### config.mk
export PLATFORM = sky130hd
export DESIGN_NAME = dpmx_device_flat
export DESIGN_NICKNAME = d
export VERILOG_FILES = /design/src/core/dpmx_pkg.sv /design/src/core/dpmx_if.sv /design/src/core/dpmx_device.sv /design/src/flat_wrapper.sv
export VERILOG_INCLUDE_DIRS = /design/src /design/src/core
export SDC_FILE = /design/constraint.sdc
export NUM_CORES = 1
export LEC_CHECK = 0
export BUFFER_PORTS_ARGS = -buffer_cell sky130_fd_sc_hd__buf_4
export CAP_MARGIN = 40
export CELL_PAD_IN_SITES_DETAIL_PLACEMENT = 1
export CELL_PAD_IN_SITES_GLOBAL_PLACEMENT = 2
export CORE_AREA = 2 2 86 88
export CTS_BUF_LIST = sky130_fd_sc_hd__clkbuf_8
export CTS_CLUSTER_SIZE = 8
export DETAILED_ROUTE_END_ITERATION = 8
export DIE_AREA = 0 0 88 90
export MAX_ROUTING_LAYER = met4
export PLACE_DENSITY_LB_ADDON = 0.2
export SLEW_MARGIN = 20
export SYNTH_ARGS = -nofsm -noshare
export SYNTH_HDL_FRONTEND = slang
export SYNTH_SLANG_ARGS = --single-unit
### constraint.sdc
create_clock -name sys_clk_i -period 5.08 [get_ports sys_clk_i]
set_input_delay 0.254 -clock sys_clk_i [delete_from_list [all_inputs] [get_ports sys_clk_i]]
set_output_delay 0.254 -clock sys_clk_i [all_outputs]
set_load 0.05 [all_outputs]
### src/core/dpmx_regs.svh
`ifndef DPMX_REGS_SVH
`define DPMX_REGS_SVH
// pulse timer: 10 ms step per duration code, 100 MHz clock
`define DPMX_CLK_HZ 100000000
`define DPMX_PULSE_STEP_MS 10
`define DPMX_PULSE_STEP_CYC ((`DPMX_CLK_HZ / 1000) * `DPMX_PULSE_STEP_MS)
`define DPMX_DUR_OFF 3'h0
`define DPMX_DUR_HOLD 3'h7
// reset values of control fields
`define DPMX_MODE_RST 3'h0
`define DPMX_TXDIS_RST 1'h0
`endif

### src/core/dpmx_pkg.sv
package dpmx_pkg;
  // signaling mode selector
  typedef enum logic [2:0] {
    DPMX_MODE_USB = 3'h0,
    DPMX_MODE_UART1 = 3'h1,
    DPMX_MODE_UART2 = 3'h2,
    DPMX_MODE_RSVD = 3'h3,
    DPMX_MODE_MONO = 3'h4,
    DPMX_MODE_STEREO = 3'h5,
    DPMX_MODE_LOOP_R = 3'h6,
    DPMX_MODE_LOOP_L = 3'h7
  } dpmx_mode_t;
  // regulator state
  typedef enum logic [1:0] {
    DPMX_REG_OFF,
    DPMX_REG_LOW,
    DPMX_REG_FULL
  } dpmx_reg_t;
endpackage

### src/core/dpmx_if.sv
`timescale 1ns/1ns
// digital pins between the host-side controller and the transceiver
interface dpmx_if;
  logic transmit_enable_n;
  logic dat_host_o;
  logic dat_host_oe;
  logic dat_dev_o;
  logic dat_dev_oe;
  logic se_host_o;
  logic se_host_oe;
  logic se_dev_o;
  logic se_dev_oe;
  logic differential_receive_out;
  logic plus_receive_out;
  logic minus_receive_out;
  // resolved levels, pull-low when nobody drives
  wire data_plus_pin = dat_dev_oe ? dat_dev_o :
    (dat_host_oe ? dat_host_o : 1'b0);
  wire single_ended_minus_pin = se_dev_oe ? se_dev_o :
    (se_host_oe ? se_host_o : 1'b0);
  modport dev (
    input transmit_enable_n, dat_host_o, dat_host_oe, se_host_o,
    se_host_oe, data_plus_pin, single_ended_minus_pin,
    output dat_dev_o, dat_dev_oe, se_dev_o, se_dev_oe,
    differential_receive_out, plus_receive_out, minus_receive_out
  );
  modport host (
    output transmit_enable_n, dat_host_o, dat_host_oe, se_host_o,
    se_host_oe,
    input dat_dev_o, dat_dev_oe, se_dev_o, se_dev_oe,
    differential_receive_out, plus_receive_out, minus_receive_out,
    data_plus_pin, single_ended_minus_pin
  );
endinterface

### src/core/dpmx_device.sv
`timescale 1ns/1ns
`include "dpmx_regs.svh"
// Overview of operation
// - nonzero duration gives low-current regulator on
// - expiry clears duration field, regulator off
// - code 111 holds low current indefinitely
// - full enable overrides, regulator at 100 mA
// - codes 001..110 give 10..60 ms
// - mode 000 transceiver, uart/audio hi-z
// - mode 001 uart tx minus, rx plus
// - mode 010 uart tx plus, rx minus-receive
// - modes 100/101 mono or stereo audio
// - data modes keep audio off the lines
// - modes 110/111 usb plus audio loopback
// - transmit-disable bit tristates uart tx
// - speed select picks low or full
// - host picks speed from line pull
// - transceiver enable needs reset_n, pin/bit
// - two bits select interface wiring style
// - plus/minus bidirectional transmit and receive
// - plus/minus unidirectional receive on dedicated pins
// - data/se0 transmit, single-ended pin high forces both low
// - data/se0 bidirectional receive, se0 decode
// - data/se0 unidirectional receive on dedicated pins
module dpmx_device
  import dpmx_pkg::*;
#(
  parameter int unsigned STEP_CYC = `DPMX_PULSE_STEP_CYC
) (
  input wire logic sys_clk_i, // 100 MHz clock
  input wire logic srst_i, // sync reset, active high
  dpmx_if.dev pins, // digital pins toward host
  input wire logic full_regulator_enable_i, // full regulator enable
  input wire logic [2:0] dur_wdata_i, // duration write value
  input wire logic dur_we_i, // duration write strobe
  output logic [2:0] vbus_pulse_duration_o, // duration readback
  output logic reg_on_o, // vbus regulator on
  output logic reg_low_limit_o, // 910 ua limit selected
  input wire logic [2:0] mode_i, // signaling mode field
  input wire logic serial_swap_i, // uart line swap
  input wire logic serial_tx_disable_i, // uart tx tristate
  input wire logic speed_select_i, // 1 full speed
  input wire logic pin_control_allow_i, // enable pin allowed
  input wire logic enable_pin_i, // transceiver enable pin
  input wire logic transceiver_enable_bit_i, // enable bit
  input wire logic reset_n_i, // device reset, low active
  input wire logic single_ended_encoding_sel_i, // 1 data/se0
  input wire logic pin_direction_sel_i, // 1 bidirectional
  input wire logic cable_plus_i, // cable plus line level
  input wire logic cable_minus_i, // cable minus line level
  output logic cable_plus_o, // cable plus drive value
  output logic cable_plus_oe_o, // cable plus drive enable
  output logic cable_minus_o, // cable minus drive value
  output logic cable_minus_oe_o, // cable minus drive enable
  output logic xcvr_on_o, // transceiver enabled
  output logic full_speed_o, // full speed active
  input wire logic speaker_left_i, // left speaker audio
  input wire logic speaker_right_i, // right speaker audio
  output logic voice_input_line_o, // microphone path
  output logic audio_plus_on_o, // audio switch on plus
  output logic audio_minus_on_o, // audio switch on minus
  output logic spk_left_o, // loopback left speaker
  output logic spk_right_o // loopback right speaker
);
  logic [2:0] dur_r;
  logic [2:0] dur_nxt;
  logic [2:0] steps_r;
  logic [31:0] cyc_r;
  logic [2:0] dp_s_r;
  logic [2:0] dm_s_r;
  dpmx_reg_t reg_st;
  dpmx_mode_t mode;
  assign mode = dpmx_mode_t'(mode_i);

  // pulse timer: counts 10 ms steps until the coded count
  wire timed = dur_r != `DPMX_DUR_OFF && dur_r != `DPMX_DUR_HOLD;
  wire step_done = cyc_r == STEP_CYC - 1;
  wire expire = !full_regulator_enable_i && timed && step_done &&
    steps_r == dur_r - 3'h1;
  always_comb begin
    dur_nxt = dur_r;
    if (dur_we_i) begin
      dur_nxt = dur_wdata_i;
    end else if (expire) begin
      dur_nxt = `DPMX_DUR_OFF;
    end
  end
  always_ff @(posedge sys_clk_i) begin
    if (srst_i) begin
      dur_r <= `DPMX_DUR_OFF;
      cyc_r <= '0;
      steps_r <= '0;
    end else begin
      dur_r <= dur_nxt;
      if (dur_we_i || !timed || full_regulator_enable_i) begin
        cyc_r <= '0;
        steps_r <= '0;
      end else if (step_done) begin
        cyc_r <= '0;
        steps_r <= steps_r + 3'h1;
      end else begin
        cyc_r <= cyc_r + 32'h1;
      end
    end
  end
  assign reg_st = full_regulator_enable_i ? DPMX_REG_FULL :
    (dur_r != `DPMX_DUR_OFF ? DPMX_REG_LOW : DPMX_REG_OFF);
  assign reg_on_o = reg_st != DPMX_REG_OFF;
  assign reg_low_limit_o = reg_st == DPMX_REG_LOW;
  assign vbus_pulse_duration_o = dur_r;

  // cable lines: three stages, change accepted when 2nd/3rd agree
  logic dp_q_r;
  logic dm_q_r;
  always_ff @(posedge sys_clk_i) begin
    if (srst_i) begin
      dp_s_r <= '0;
      dm_s_r <= '0;
      dp_q_r <= 1'b0;
      dm_q_r <= 1'b0;
    end else begin
      dp_s_r <= {dp_s_r[1:0], cable_plus_i};
      dm_s_r <= {dm_s_r[1:0], cable_minus_i};
      if (dp_s_r[1] == dp_s_r[2]) dp_q_r <= dp_s_r[2];
      if (dm_s_r[1] == dm_s_r[2]) dm_q_r <= dm_s_r[2];
    end
  end

  wire usb_mode = mode == DPMX_MODE_USB || mode == DPMX_MODE_LOOP_R ||
    mode == DPMX_MODE_LOOP_L;
  assign xcvr_on_o = reset_n_i && usb_mode &&
    ((enable_pin_i && pin_control_allow_i) || transceiver_enable_bit_i);
  assign full_speed_o = speed_select_i;

  wire uart1 = mode == DPMX_MODE_UART1;
  wire uart2 = mode == DPMX_MODE_UART2;
  wire uart_m = uart1 || uart2;
  wire tx_n = pins.transmit_enable_n;
  wire dse = single_ended_encoding_sel_i;
  wire bidir = pin_direction_sel_i;
  wire xmit = xcvr_on_o && !tx_n;
  wire recv = xcvr_on_o && tx_n;
  wire fse0 = dse && pins.single_ended_minus_pin;
  wire usb_p = dse ? (pins.data_plus_pin && !fse0) : pins.data_plus_pin;
  wire usb_m = dse ? (!pins.data_plus_pin && !fse0) :
    pins.single_ended_minus_pin;
  wire uart_tx = uart1 ? pins.single_ended_minus_pin : pins.data_plus_pin;
  wire uart_drv = uart_m && !serial_tx_disable_i;
  wire rx_line = serial_swap_i ? dm_q_r : dp_q_r;
  wire diff_rx = dp_q_r && !dm_q_r;
  wire se0_rx = !dp_q_r && !dm_q_r;

  // cable drive, one source at a time
  always_comb begin
    cable_plus_o = 1'b0;
    cable_minus_o = 1'b0;
    cable_plus_oe_o = 1'b0;
    cable_minus_oe_o = 1'b0;
    if (xmit) begin
      cable_plus_o = usb_p;
      cable_minus_o = usb_m;
      cable_plus_oe_o = 1'b1;
      cable_minus_oe_o = 1'b1;
    end else if (uart_drv) begin
      cable_plus_o = uart_tx;
      cable_minus_o = uart_tx;
      cable_plus_oe_o = serial_swap_i;
      cable_minus_oe_o = !serial_swap_i;
    end
  end

  always_comb begin
    pins.dat_dev_o = 1'b0;
    pins.dat_dev_oe = 1'b0;
    pins.se_dev_o = 1'b0;
    pins.se_dev_oe = 1'b0;
    pins.differential_receive_out = 1'b0;
    pins.plus_receive_out = dp_q_r;
    pins.minus_receive_out = dm_q_r;
    if (recv) begin
      pins.differential_receive_out = diff_rx;
      if (bidir && !dse) begin
        pins.dat_dev_o = dp_q_r;
        pins.se_dev_o = dm_q_r;
        pins.dat_dev_oe = 1'b1;
        pins.se_dev_oe = 1'b1;
      end else if (bidir && dse) begin
        pins.dat_dev_o = diff_rx;
        pins.se_dev_o = se0_rx;
        pins.dat_dev_oe = 1'b1;
        pins.se_dev_oe = 1'b1;
      end
    end else if (uart1) begin
      pins.dat_dev_o = rx_line;
      pins.dat_dev_oe = 1'b1;
    end else if (uart2) begin
      pins.minus_receive_out = rx_line;
    end
  end

  assign audio_minus_on_o = mode == DPMX_MODE_MONO ||
    mode == DPMX_MODE_STEREO;
  assign audio_plus_on_o = audio_minus_on_o;
  assign voice_input_line_o = mode == DPMX_MODE_MONO ? dp_q_r : 1'b0;
  assign spk_left_o = mode == DPMX_MODE_LOOP_L ? dp_q_r : speaker_left_i;
  assign spk_right_o = mode == DPMX_MODE_LOOP_R ? dp_q_r :
    speaker_right_i;
endmodule

### src/flat_wrapper.sv
// flat-port wrapper written by rule: the top's interface ports become plain ports
module dpmx_device_flat import dpmx_pkg::*;
#(
  parameter int unsigned STEP_CYC = `DPMX_PULSE_STEP_CYC
)
  (sys_clk_i, srst_i, full_regulator_enable_i, dur_wdata_i, dur_we_i, vbus_pulse_duration_o, reg_on_o, reg_low_limit_o, mode_i, serial_swap_i, serial_tx_disable_i, speed_select_i, pin_control_allow_i, enable_pin_i, transceiver_enable_bit_i, reset_n_i, single_ended_encoding_sel_i, pin_direction_sel_i, cable_plus_i, cable_minus_i, cable_plus_o, cable_plus_oe_o, cable_minus_o, cable_minus_oe_o, xcvr_on_o, full_speed_o, speaker_left_i, speaker_right_i, voice_input_line_o, audio_plus_on_o, audio_minus_on_o, spk_left_o, spk_right_o, pins_transmit_enable_n, pins_dat_host_o, pins_dat_host_oe, pins_se_host_o, pins_se_host_oe, pins_dat_dev_o, pins_dat_dev_oe, pins_se_dev_o, pins_se_dev_oe, pins_differential_receive_out, pins_plus_receive_out, pins_minus_receive_out);
  dpmx_if pins_i ();
  input wire logic sys_clk_i;
  input wire logic srst_i;
  input wire logic full_regulator_enable_i;
  input wire logic [2:0] dur_wdata_i;
  input wire logic dur_we_i;
  output logic [2:0] vbus_pulse_duration_o;
  output logic reg_on_o;
  output logic reg_low_limit_o;
  input wire logic [2:0] mode_i;
  input wire logic serial_swap_i;
  input wire logic serial_tx_disable_i;
  input wire logic speed_select_i;
  input wire logic pin_control_allow_i;
  input wire logic enable_pin_i;
  input wire logic transceiver_enable_bit_i;
  input wire logic reset_n_i;
  input wire logic single_ended_encoding_sel_i;
  input wire logic pin_direction_sel_i;
  input wire logic cable_plus_i;
  input wire logic cable_minus_i;
  output logic cable_plus_o;
  output logic cable_plus_oe_o;
  output logic cable_minus_o;
  output logic cable_minus_oe_o;
  output logic xcvr_on_o;
  output logic full_speed_o;
  input wire logic speaker_left_i;
  input wire logic speaker_right_i;
  output logic voice_input_line_o;
  output logic audio_plus_on_o;
  output logic audio_minus_on_o;
  output logic spk_left_o;
  output logic spk_right_o;
  input wire logic [$bits(pins_i.transmit_enable_n)-1:0] pins_transmit_enable_n;
  input wire logic [$bits(pins_i.dat_host_o)-1:0] pins_dat_host_o;
  input wire logic [$bits(pins_i.dat_host_oe)-1:0] pins_dat_host_oe;
  input wire logic [$bits(pins_i.se_host_o)-1:0] pins_se_host_o;
  input wire logic [$bits(pins_i.se_host_oe)-1:0] pins_se_host_oe;
  output wire logic [$bits(pins_i.dat_dev_o)-1:0] pins_dat_dev_o;
  output wire logic [$bits(pins_i.dat_dev_oe)-1:0] pins_dat_dev_oe;
  output wire logic [$bits(pins_i.se_dev_o)-1:0] pins_se_dev_o;
  output wire logic [$bits(pins_i.se_dev_oe)-1:0] pins_se_dev_oe;
  output wire logic [$bits(pins_i.differential_receive_out)-1:0] pins_differential_receive_out;
  output wire logic [$bits(pins_i.plus_receive_out)-1:0] pins_plus_receive_out;
  output wire logic [$bits(pins_i.minus_receive_out)-1:0] pins_minus_receive_out;
  assign pins_i.transmit_enable_n = pins_transmit_enable_n;
  assign pins_i.dat_host_o = pins_dat_host_o;
  assign pins_i.dat_host_oe = pins_dat_host_oe;
  assign pins_i.se_host_o = pins_se_host_o;
  assign pins_i.se_host_oe = pins_se_host_oe;
  assign pins_dat_dev_o = pins_i.dat_dev_o;
  assign pins_dat_dev_oe = pins_i.dat_dev_oe;
  assign pins_se_dev_o = pins_i.se_dev_o;
  assign pins_se_dev_oe = pins_i.se_dev_oe;
  assign pins_differential_receive_out = pins_i.differential_receive_out;
  assign pins_plus_receive_out = pins_i.plus_receive_out;
  assign pins_minus_receive_out = pins_i.minus_receive_out;
  dpmx_device #(.STEP_CYC(STEP_CYC)) u_core (.sys_clk_i(sys_clk_i), .srst_i(srst_i), .pins(pins_i), .full_regulator_enable_i(full_regulator_enable_i), .dur_wdata_i(dur_wdata_i), .dur_we_i(dur_we_i), .vbus_pulse_duration_o(vbus_pulse_duration_o), .reg_on_o(reg_on_o), .reg_low_limit_o(reg_low_limit_o), .mode_i(mode_i), .serial_swap_i(serial_swap_i), .serial_tx_disable_i(serial_tx_disable_i), .speed_select_i(speed_select_i), .pin_control_allow_i(pin_control_allow_i), .enable_pin_i(enable_pin_i), .transceiver_enable_bit_i(transceiver_enable_bit_i), .reset_n_i(reset_n_i), .single_ended_encoding_sel_i(single_ended_encoding_sel_i), .pin_direction_sel_i(pin_direction_sel_i), .cable_plus_i(cable_plus_i), .cable_minus_i(cable_minus_i), .cable_plus_o(cable_plus_o), .cable_plus_oe_o(cable_plus_oe_o), .cable_minus_o(cable_minus_o), .cable_minus_oe_o(cable_minus_oe_o), .xcvr_on_o(xcvr_on_o), .full_speed_o(full_speed_o), .speaker_left_i(speaker_left_i), .speaker_right_i(speaker_right_i), .voice_input_line_o(voice_input_line_o), .audio_plus_on_o(audio_plus_on_o), .audio_minus_on_o(audio_minus_on_o), .spk_left_o(spk_left_o), .spk_right_o(spk_right_o));
endmodule
==> results of run 1 <==
-- worst paths after layout --
| path | startpoint | to | slack [ns] | cells after the start |
|---|---|---|---|---|
| hold / removal | cable_minus_i | u_core.dm_s_r[0] | 0.18 | 2 |
| setup reg to reg | u_core.cyc_r[24] | u_core.cyc_r[2] | 2.89 | 6 |
| setup / recovery | u_core.cyc_r[24] | u_core.cyc_r[2] | 2.89 | 6 |
| hold reg to reg | u_core.dp_s_r[0] | u_core.dp_s_r[1] | 0.45 | 1 |
-- power by group through the flow --
stage,clock network [W],registers [W],logic (W)
floorplan,0,0.000379,0.0000470
finish,0.000210,0.000367,0.0000818
detailed placement,0,0.000375,0.0000826
global route,0.000235,0.000367,0.0000889
CTS,0.000221,0.000367,0.0000829
global placement,0,0.000375,0.0000822
-- area by class of cell --
type / instances / share of cell area
multi-input cells: 213 / 0.470
flip-flops and latches: 46 / 0.321
repair buffers: 49 / 0.128
well taps: 99 / 0.0431
clock buffers: 5 / 0.0240
inverters: 9 / 0.0118
clock inverters: 2 / 0.00261
-- flip-flops by register name, summed over array words and instances (netlist names) --
name	count
u_core.cyc_r	32
u_core.vbus_pulse_duration_o	3
u_core.steps_r	3
u_core.pins.plus_receive_out	1
u_core.dm_q_r	1
u_core.dp_s_r	3
u_core.dm_s_r	3
-- critical path, stage by stage (launching register included) --
cell,delay [ns]
dfxtp_1,0.35
or4_1,0.51
nor3_1,0.32
nand3_1,0.28
nand3_1,0.16
buf_4,0.34
nor2_1,0.10
-- synthesized netlist by cell type, types with 6 or more instances --
cell type  instances  area [um^2]
nand3_1           15         75.1
and3_1             6         37.5
xor2_1            20          175
nand2_1           26         97.6
nor3_1             8         40.0
dfxtp_1           46          921
nor2b_1            9         56.3
xnor2_1           14          123
nand4_1            8         50.1
nor2_1            42          158
a21oi_1            8         40.0
inv_1              9         33.8
-- routing by layer --
layer	up-vias	track usage
met1	936	0.192
met3	6	0.0340
met2	46	0.222
li1	1042	-
met4	0	0.0500
met5	-	-
-- cell families after synthesis --
group                      count (synthesis)  share of synthesized area
AOI/OAI and AO/OA                         25                     0.0643
adders and majority gates                  5                     0.0266
muxes                                      6                     0.0271
xor gates and xnor gates                  34                      0.127
buffers and inverters                     17                     0.0351
and+or+nand+nor                          143                      0.329
DFF                                       46                      0.391
-- through the flow --
stage | instance area, um^2 | worst slack (ns)
after global routing | 2870 | 2.67
after CTS | 2870 | 2.85
after global placement | 2800 | 2.98
after detailed placement | 2800 | 2.86
final | 2870 | 2.89
after floorplan | 2350 | 2.13
==> flow_summary.yaml, run 1 <==
clock_network:
  root_buffer: "clkbuf_8"
  worstSkewPairLatency_ns: 0.30
  cts.path.max_buffers: 2
  ctsResizeCount: 0
  cts_tree: "done"
  cts_setup_buffers: 0
  cts_inserted_buffers: 5
  clock-sinks: 46
  cts.reportedPaths.clkPinSlew_ns: 0.08
  h-tree-depth: 2
  hold_buffers: 0
worst_setup_path:
  cp_data_arrival_time_ns: 2.36
  worstSetupEndpointType: "register"
  cp_max_fo: 31
  start_kind: "register"
  crit_type: "reg -> reg"
  required_ns: 5.26
cells_and_area:
  instances_no_fill: 423
  final_cell_mix: "buf_4, dfxtp_1, nor2_1"
  area_growth_pct: 22.1
  drive_above_1_share: 0.210
  fillers: 847
  utilization: 0.409
  multi_input_area_mm2: 0.00135
  antenna_cells: 0
  layout_commonest_cell: "buf_4"
  nNetsFinal: 357
  regArea_um2: 921
global_route:
  grt_usage: 0.147
  antenna_found_initial: 0
  grt_max_degree: 32
  grt_overflow: 0
  grt_pass1_vias: 1968
  grt_pass1_wl_um: 9170
route:
  wl_met2_um: 2400
  viasPerCell: 4.80
  num_vias: 2030
  highest_layer: "met4"
  detailroute.wirelength.met3_um: 290
  dr.pass1.iters: 4
  final_antenna_net_count: 0
  drc: 0
  wirelength_um: 5410
  wl_per_cell_um: 12.8
  wl_met1_um: 2630
  drtIter0Drc: 66
floorplanning:
  io_pins: 51
  core_area_mm2: 0.00702
  rows: 31
  die_area_mm2: 0.00792
  fp.dieH_um: 90
  die_w_um: 88
  start_util: 0.335
logic_synthesis:
  seq_area_frac_synth: 0.391
  async_flop_share: 0
  syn_inst: 276
  synth.net_count: 309
  ys_seq_elements: 46
  synth-edff-count: 0
  yosysWarnings: 0
  syn-mean-instance-area_um2: 8.53
  synth_flop_cell: "dfxtp_1"
  netlist-cell-type-count: 42
  synth_area_mm2: 0.00235
timing:
  holdWs_ns: 0.179
  rsz0062_at_grt: "no"
  drv_slew: 0
  fmax_mhz: 457
  skew_ns: 0.00396
  final.min_clock_period_ns: 2.19
  slew_headroom: 0.521
  fin_crit_sh: 0.431
  final-hold-violation-count: 0
  tightest_slew_ns: 0.713
  setup_viol: 0
  fin_setup_tns_ns: 0
min_path:
  hold_class: "in -> reg"
power:
  p_int_w: 0.000488
  p_seq_frac: 0.557
  switching_share: 0.259
  switchingPower_w: 0.000170
  combPwrFrac: 0.124
  worst_ir_drop_vdd_mv: 0.118
  p_total_w: 0.000658
  powerDensity_mw_per_mm2: 229
  power_frac_clock: 0.319
  p_leak_nw: 1.11
job:
  maxCapViolCount: 0
placed_design:
  gp_congestion: 0.725
  port_buffers: 48
  dp.cells: 416
  dp_hpwl_um: 4020
run_status:
  status: "finished, final reports clean"
Note: power is estimated with default switching activity, not from simulation.
==> inputs of run 2 (changes only) <==
--- a/config.mk
+++ b/config.mk
@@ -10,11 +10,11 @@
 export CAP_MARGIN = 40
 export CELL_PAD_IN_SITES_DETAIL_PLACEMENT = 1
 export CELL_PAD_IN_SITES_GLOBAL_PLACEMENT = 2
-export CORE_AREA = 2 2 86 88
+export CORE_AREA = 2 2 88 90
 export CTS_BUF_LIST = sky130_fd_sc_hd__clkbuf_8
 export CTS_CLUSTER_SIZE = 8
 export DETAILED_ROUTE_END_ITERATION = 8
-export DIE_AREA = 0 0 88 90
+export DIE_AREA = 0 0 90 92
 export MAX_ROUTING_LAYER = met4
 export PLACE_DENSITY_LB_ADDON = 0.2
 export SLEW_MARGIN = 20
==> constraint.sdc (replaced) <==
create_clock -name sys_clk_i -period 2.1 [get_ports sys_clk_i]
set_input_delay 0.105 -clock sys_clk_i [delete_from_list [all_inputs] [get_ports sys_clk_i]]
set_output_delay 0.105 -clock sys_clk_i [all_outputs]
set_load 0.05 [all_outputs]
==> flow_summary.yaml, run 2 (synthesized netlist as in run 1, its figures left out) <==
global_route:
  grt_pass1_wl_um: 10100
  antenna_found_initial: 0
  grt_max_degree: 32
  grt_pass1_vias: 2189
  grt_usage: 0.151
  grt_overflow: 0
clock_network:
  clock-sinks: 46
  hold_buffers: 0
  worstSkewPairLatency_ns: 0.30
  cts.path.max_buffers: 2
  cts.reportedPaths.clkPinSlew_ns: 0.08
  cts_inserted_buffers: 5
  h-tree-depth: 2
  root_buffer: "clkbuf_8"
  cts_tree: "done"
power:
  switching_share: 0.254
  p_seq_frac: 0.541
  p_total_w: 0.00164
  power_frac_clock: 0.335
  powerDensity_mw_per_mm2: 543
  p_leak_nw: 1.18
  p_int_w: 0.00122
  worst_ir_drop_vdd_mv: 0.257
  combPwrFrac: 0.124
  switchingPower_w: 0.000416
route:
  final_antenna_net_count: 0
  viasPerCell: 4.80
  wirelength_um: 5520
  drc: 0
  wl_per_cell_um: 12.6
  drtIter0Drc: 42
  dr.pass1.iters: 4
  num_vias: 2106
cells_and_area:
  drive_above_1_share: 0.258
  top_register: "u_core.cyc_r"
  final_cell_mix: "buf_4, dfxtp_1, nor2_1"
  nNetsFinal: 369
  largest_register_ffs: 32
  instances_no_fill: 439
  area_growth_pct: 28.2
  design_area_mm2: 0.00302
  utilization: 0.405
  antenna_cells: 0
  layout_commonest_cell: "buf_4"
min_path:
  whs_path_depth: 2
  holdPathEnd: "u_core.dp_s_r[0]"
  hold_class: "in -> reg"
  min-delay-start: "cable_plus_i"
run_status:
  status: "finished, final reports clean"
placed_design:
  gp_congestion: 0.760
  dp.cells: 431
  port_buffers: 48
  place_area_mm2: 0.00292
  dp_hpwl_um: 4230
worst_setup_path:
  crit_type: "reg -> reg"
  required_ns: 2.28
  cp_max_fo: 31
  critPathTopFamily: "simple AND/OR/NAND/NOR gates"
  cp_data_arrival_time_ns: 2.09
  start_kind: "register"
  crit_buf_inv: 1
  path_cells: "or4_1 -> nor3_1 -> nand3_1 -> nand3_1 -> buf_4 -> nor2_1"
  r2r_slack_ns: 0.19
  critPathMostFrequentCell: "nand3_1"
  rr_startpoint: "u_core.cyc_r[24]"
  slowest_stage: "or4_1"
  reg2regPathDepth: 6
  r2r_end: "u_core.cyc_r[21]"
  worstSetupEndpointType: "register"
  slowest_delay_ns: 0.50
timing:
  final.min_clock_period_ns: 1.91
  fin_setup_tns_ns: 0
  tightest_slew_ns: 0.430
  final-hold-violation-count: 0
  setup_viol: 0
  fmax_mhz: 524
  rsz0062_at_grt: "no"
  skew_ns: 0.00220
  drv_slew: 0
  fin_crit_sh: 0.908
  slew_headroom: 0.711
floorplanning:
  core_area_mm2: 0.00745
  start_util: 0.316
  rows: 32
  die_w_um: 90
  io_pins: 51
  die_area_mm2: 0.00828
  fp.dieH_um: 92
job:
  maxCapViolCount: 0
[run 2: cell type report]
class                      instances  area, um^2
fill                             925        4430
multi-input combinational        213        1390
sequential                        46         922
timing repair buffer              61         458
tap                              102         128
clock buffer                       6        82.6
inverter                           9        33.8
clock inverter                     2        8.76
[run 2: stage by stage]
step / hold WS [ns] / setup slack (ns)
floorplan: 0.177 / 0.130
global route: 0.0532 / 0.0355
finish: 0.0524 / 0.192
CTS: 0.0424 / 0.142
global placement: 0.210 / 0.216
detailed placement: 0.210 / 0.157
[run 2: worst max-delay path by stage]
| stage | endpoint | depth (start not counted) | slack [ns] | from |
|---|---|---|---|---|
| after global placement | u_core.vbus_pulse_duration_o[0] | 7 | 0.22 | u_core.vbus_pulse_duration_o[0] |
| after CTS | u_core.cyc_r[21] | 6 | 0.14 | u_core.cyc_r[24] |
| after floorplan | cable_minus_o | 5 | 0.13 | u_core.pins.plus_receive_out |
| after detailed placement | u_core.cyc_r[21] | 6 | 0.16 | u_core.cyc_r[24] |
| final | u_core.cyc_r[21] | 6 | 0.19 | u_core.cyc_r[24] |
| after global routing | u_core.cyc_r[21] | 6 | 0.04 | u_core.cyc_r[24] |
[run 2: layer usage]
metal  up-vias  track usage  share of wire
met1       990        0.186           0.47
met4         0       0.0500          0.016
met2        42        0.240           0.46
li1       1067            -              -
met3         7       0.0435          0.055
met5         -            -              0
[run 2: timing repair]
action,CTS,global route
gates resized for setup,0,1
setup buffers,0,0
endpoints found under the setup margin,0,1
[run 2: power by group through the flow]
stage	logic (W)	clock network, W	registers [W]
final	0.000203	0.000549	0.000886
after global routing	0.000221	0.000611	0.000889
after CTS	0.000205	0.000586	0.000887
after detailed placement	0.000205	0	0.000907
after global placement	0.000203	0	0.000907
after floorplan	0.000116	0	0.000916
[run 2: worst register-to-register path, stage by stage, from the launching register on]
cell and delay, ns:
dfxtp_1 0.35, or4_1 0.50, nor3_1 0.28, nand3_1 0.13, nand3_1 0.10, buf_4 0.33, nor2_1 0.10
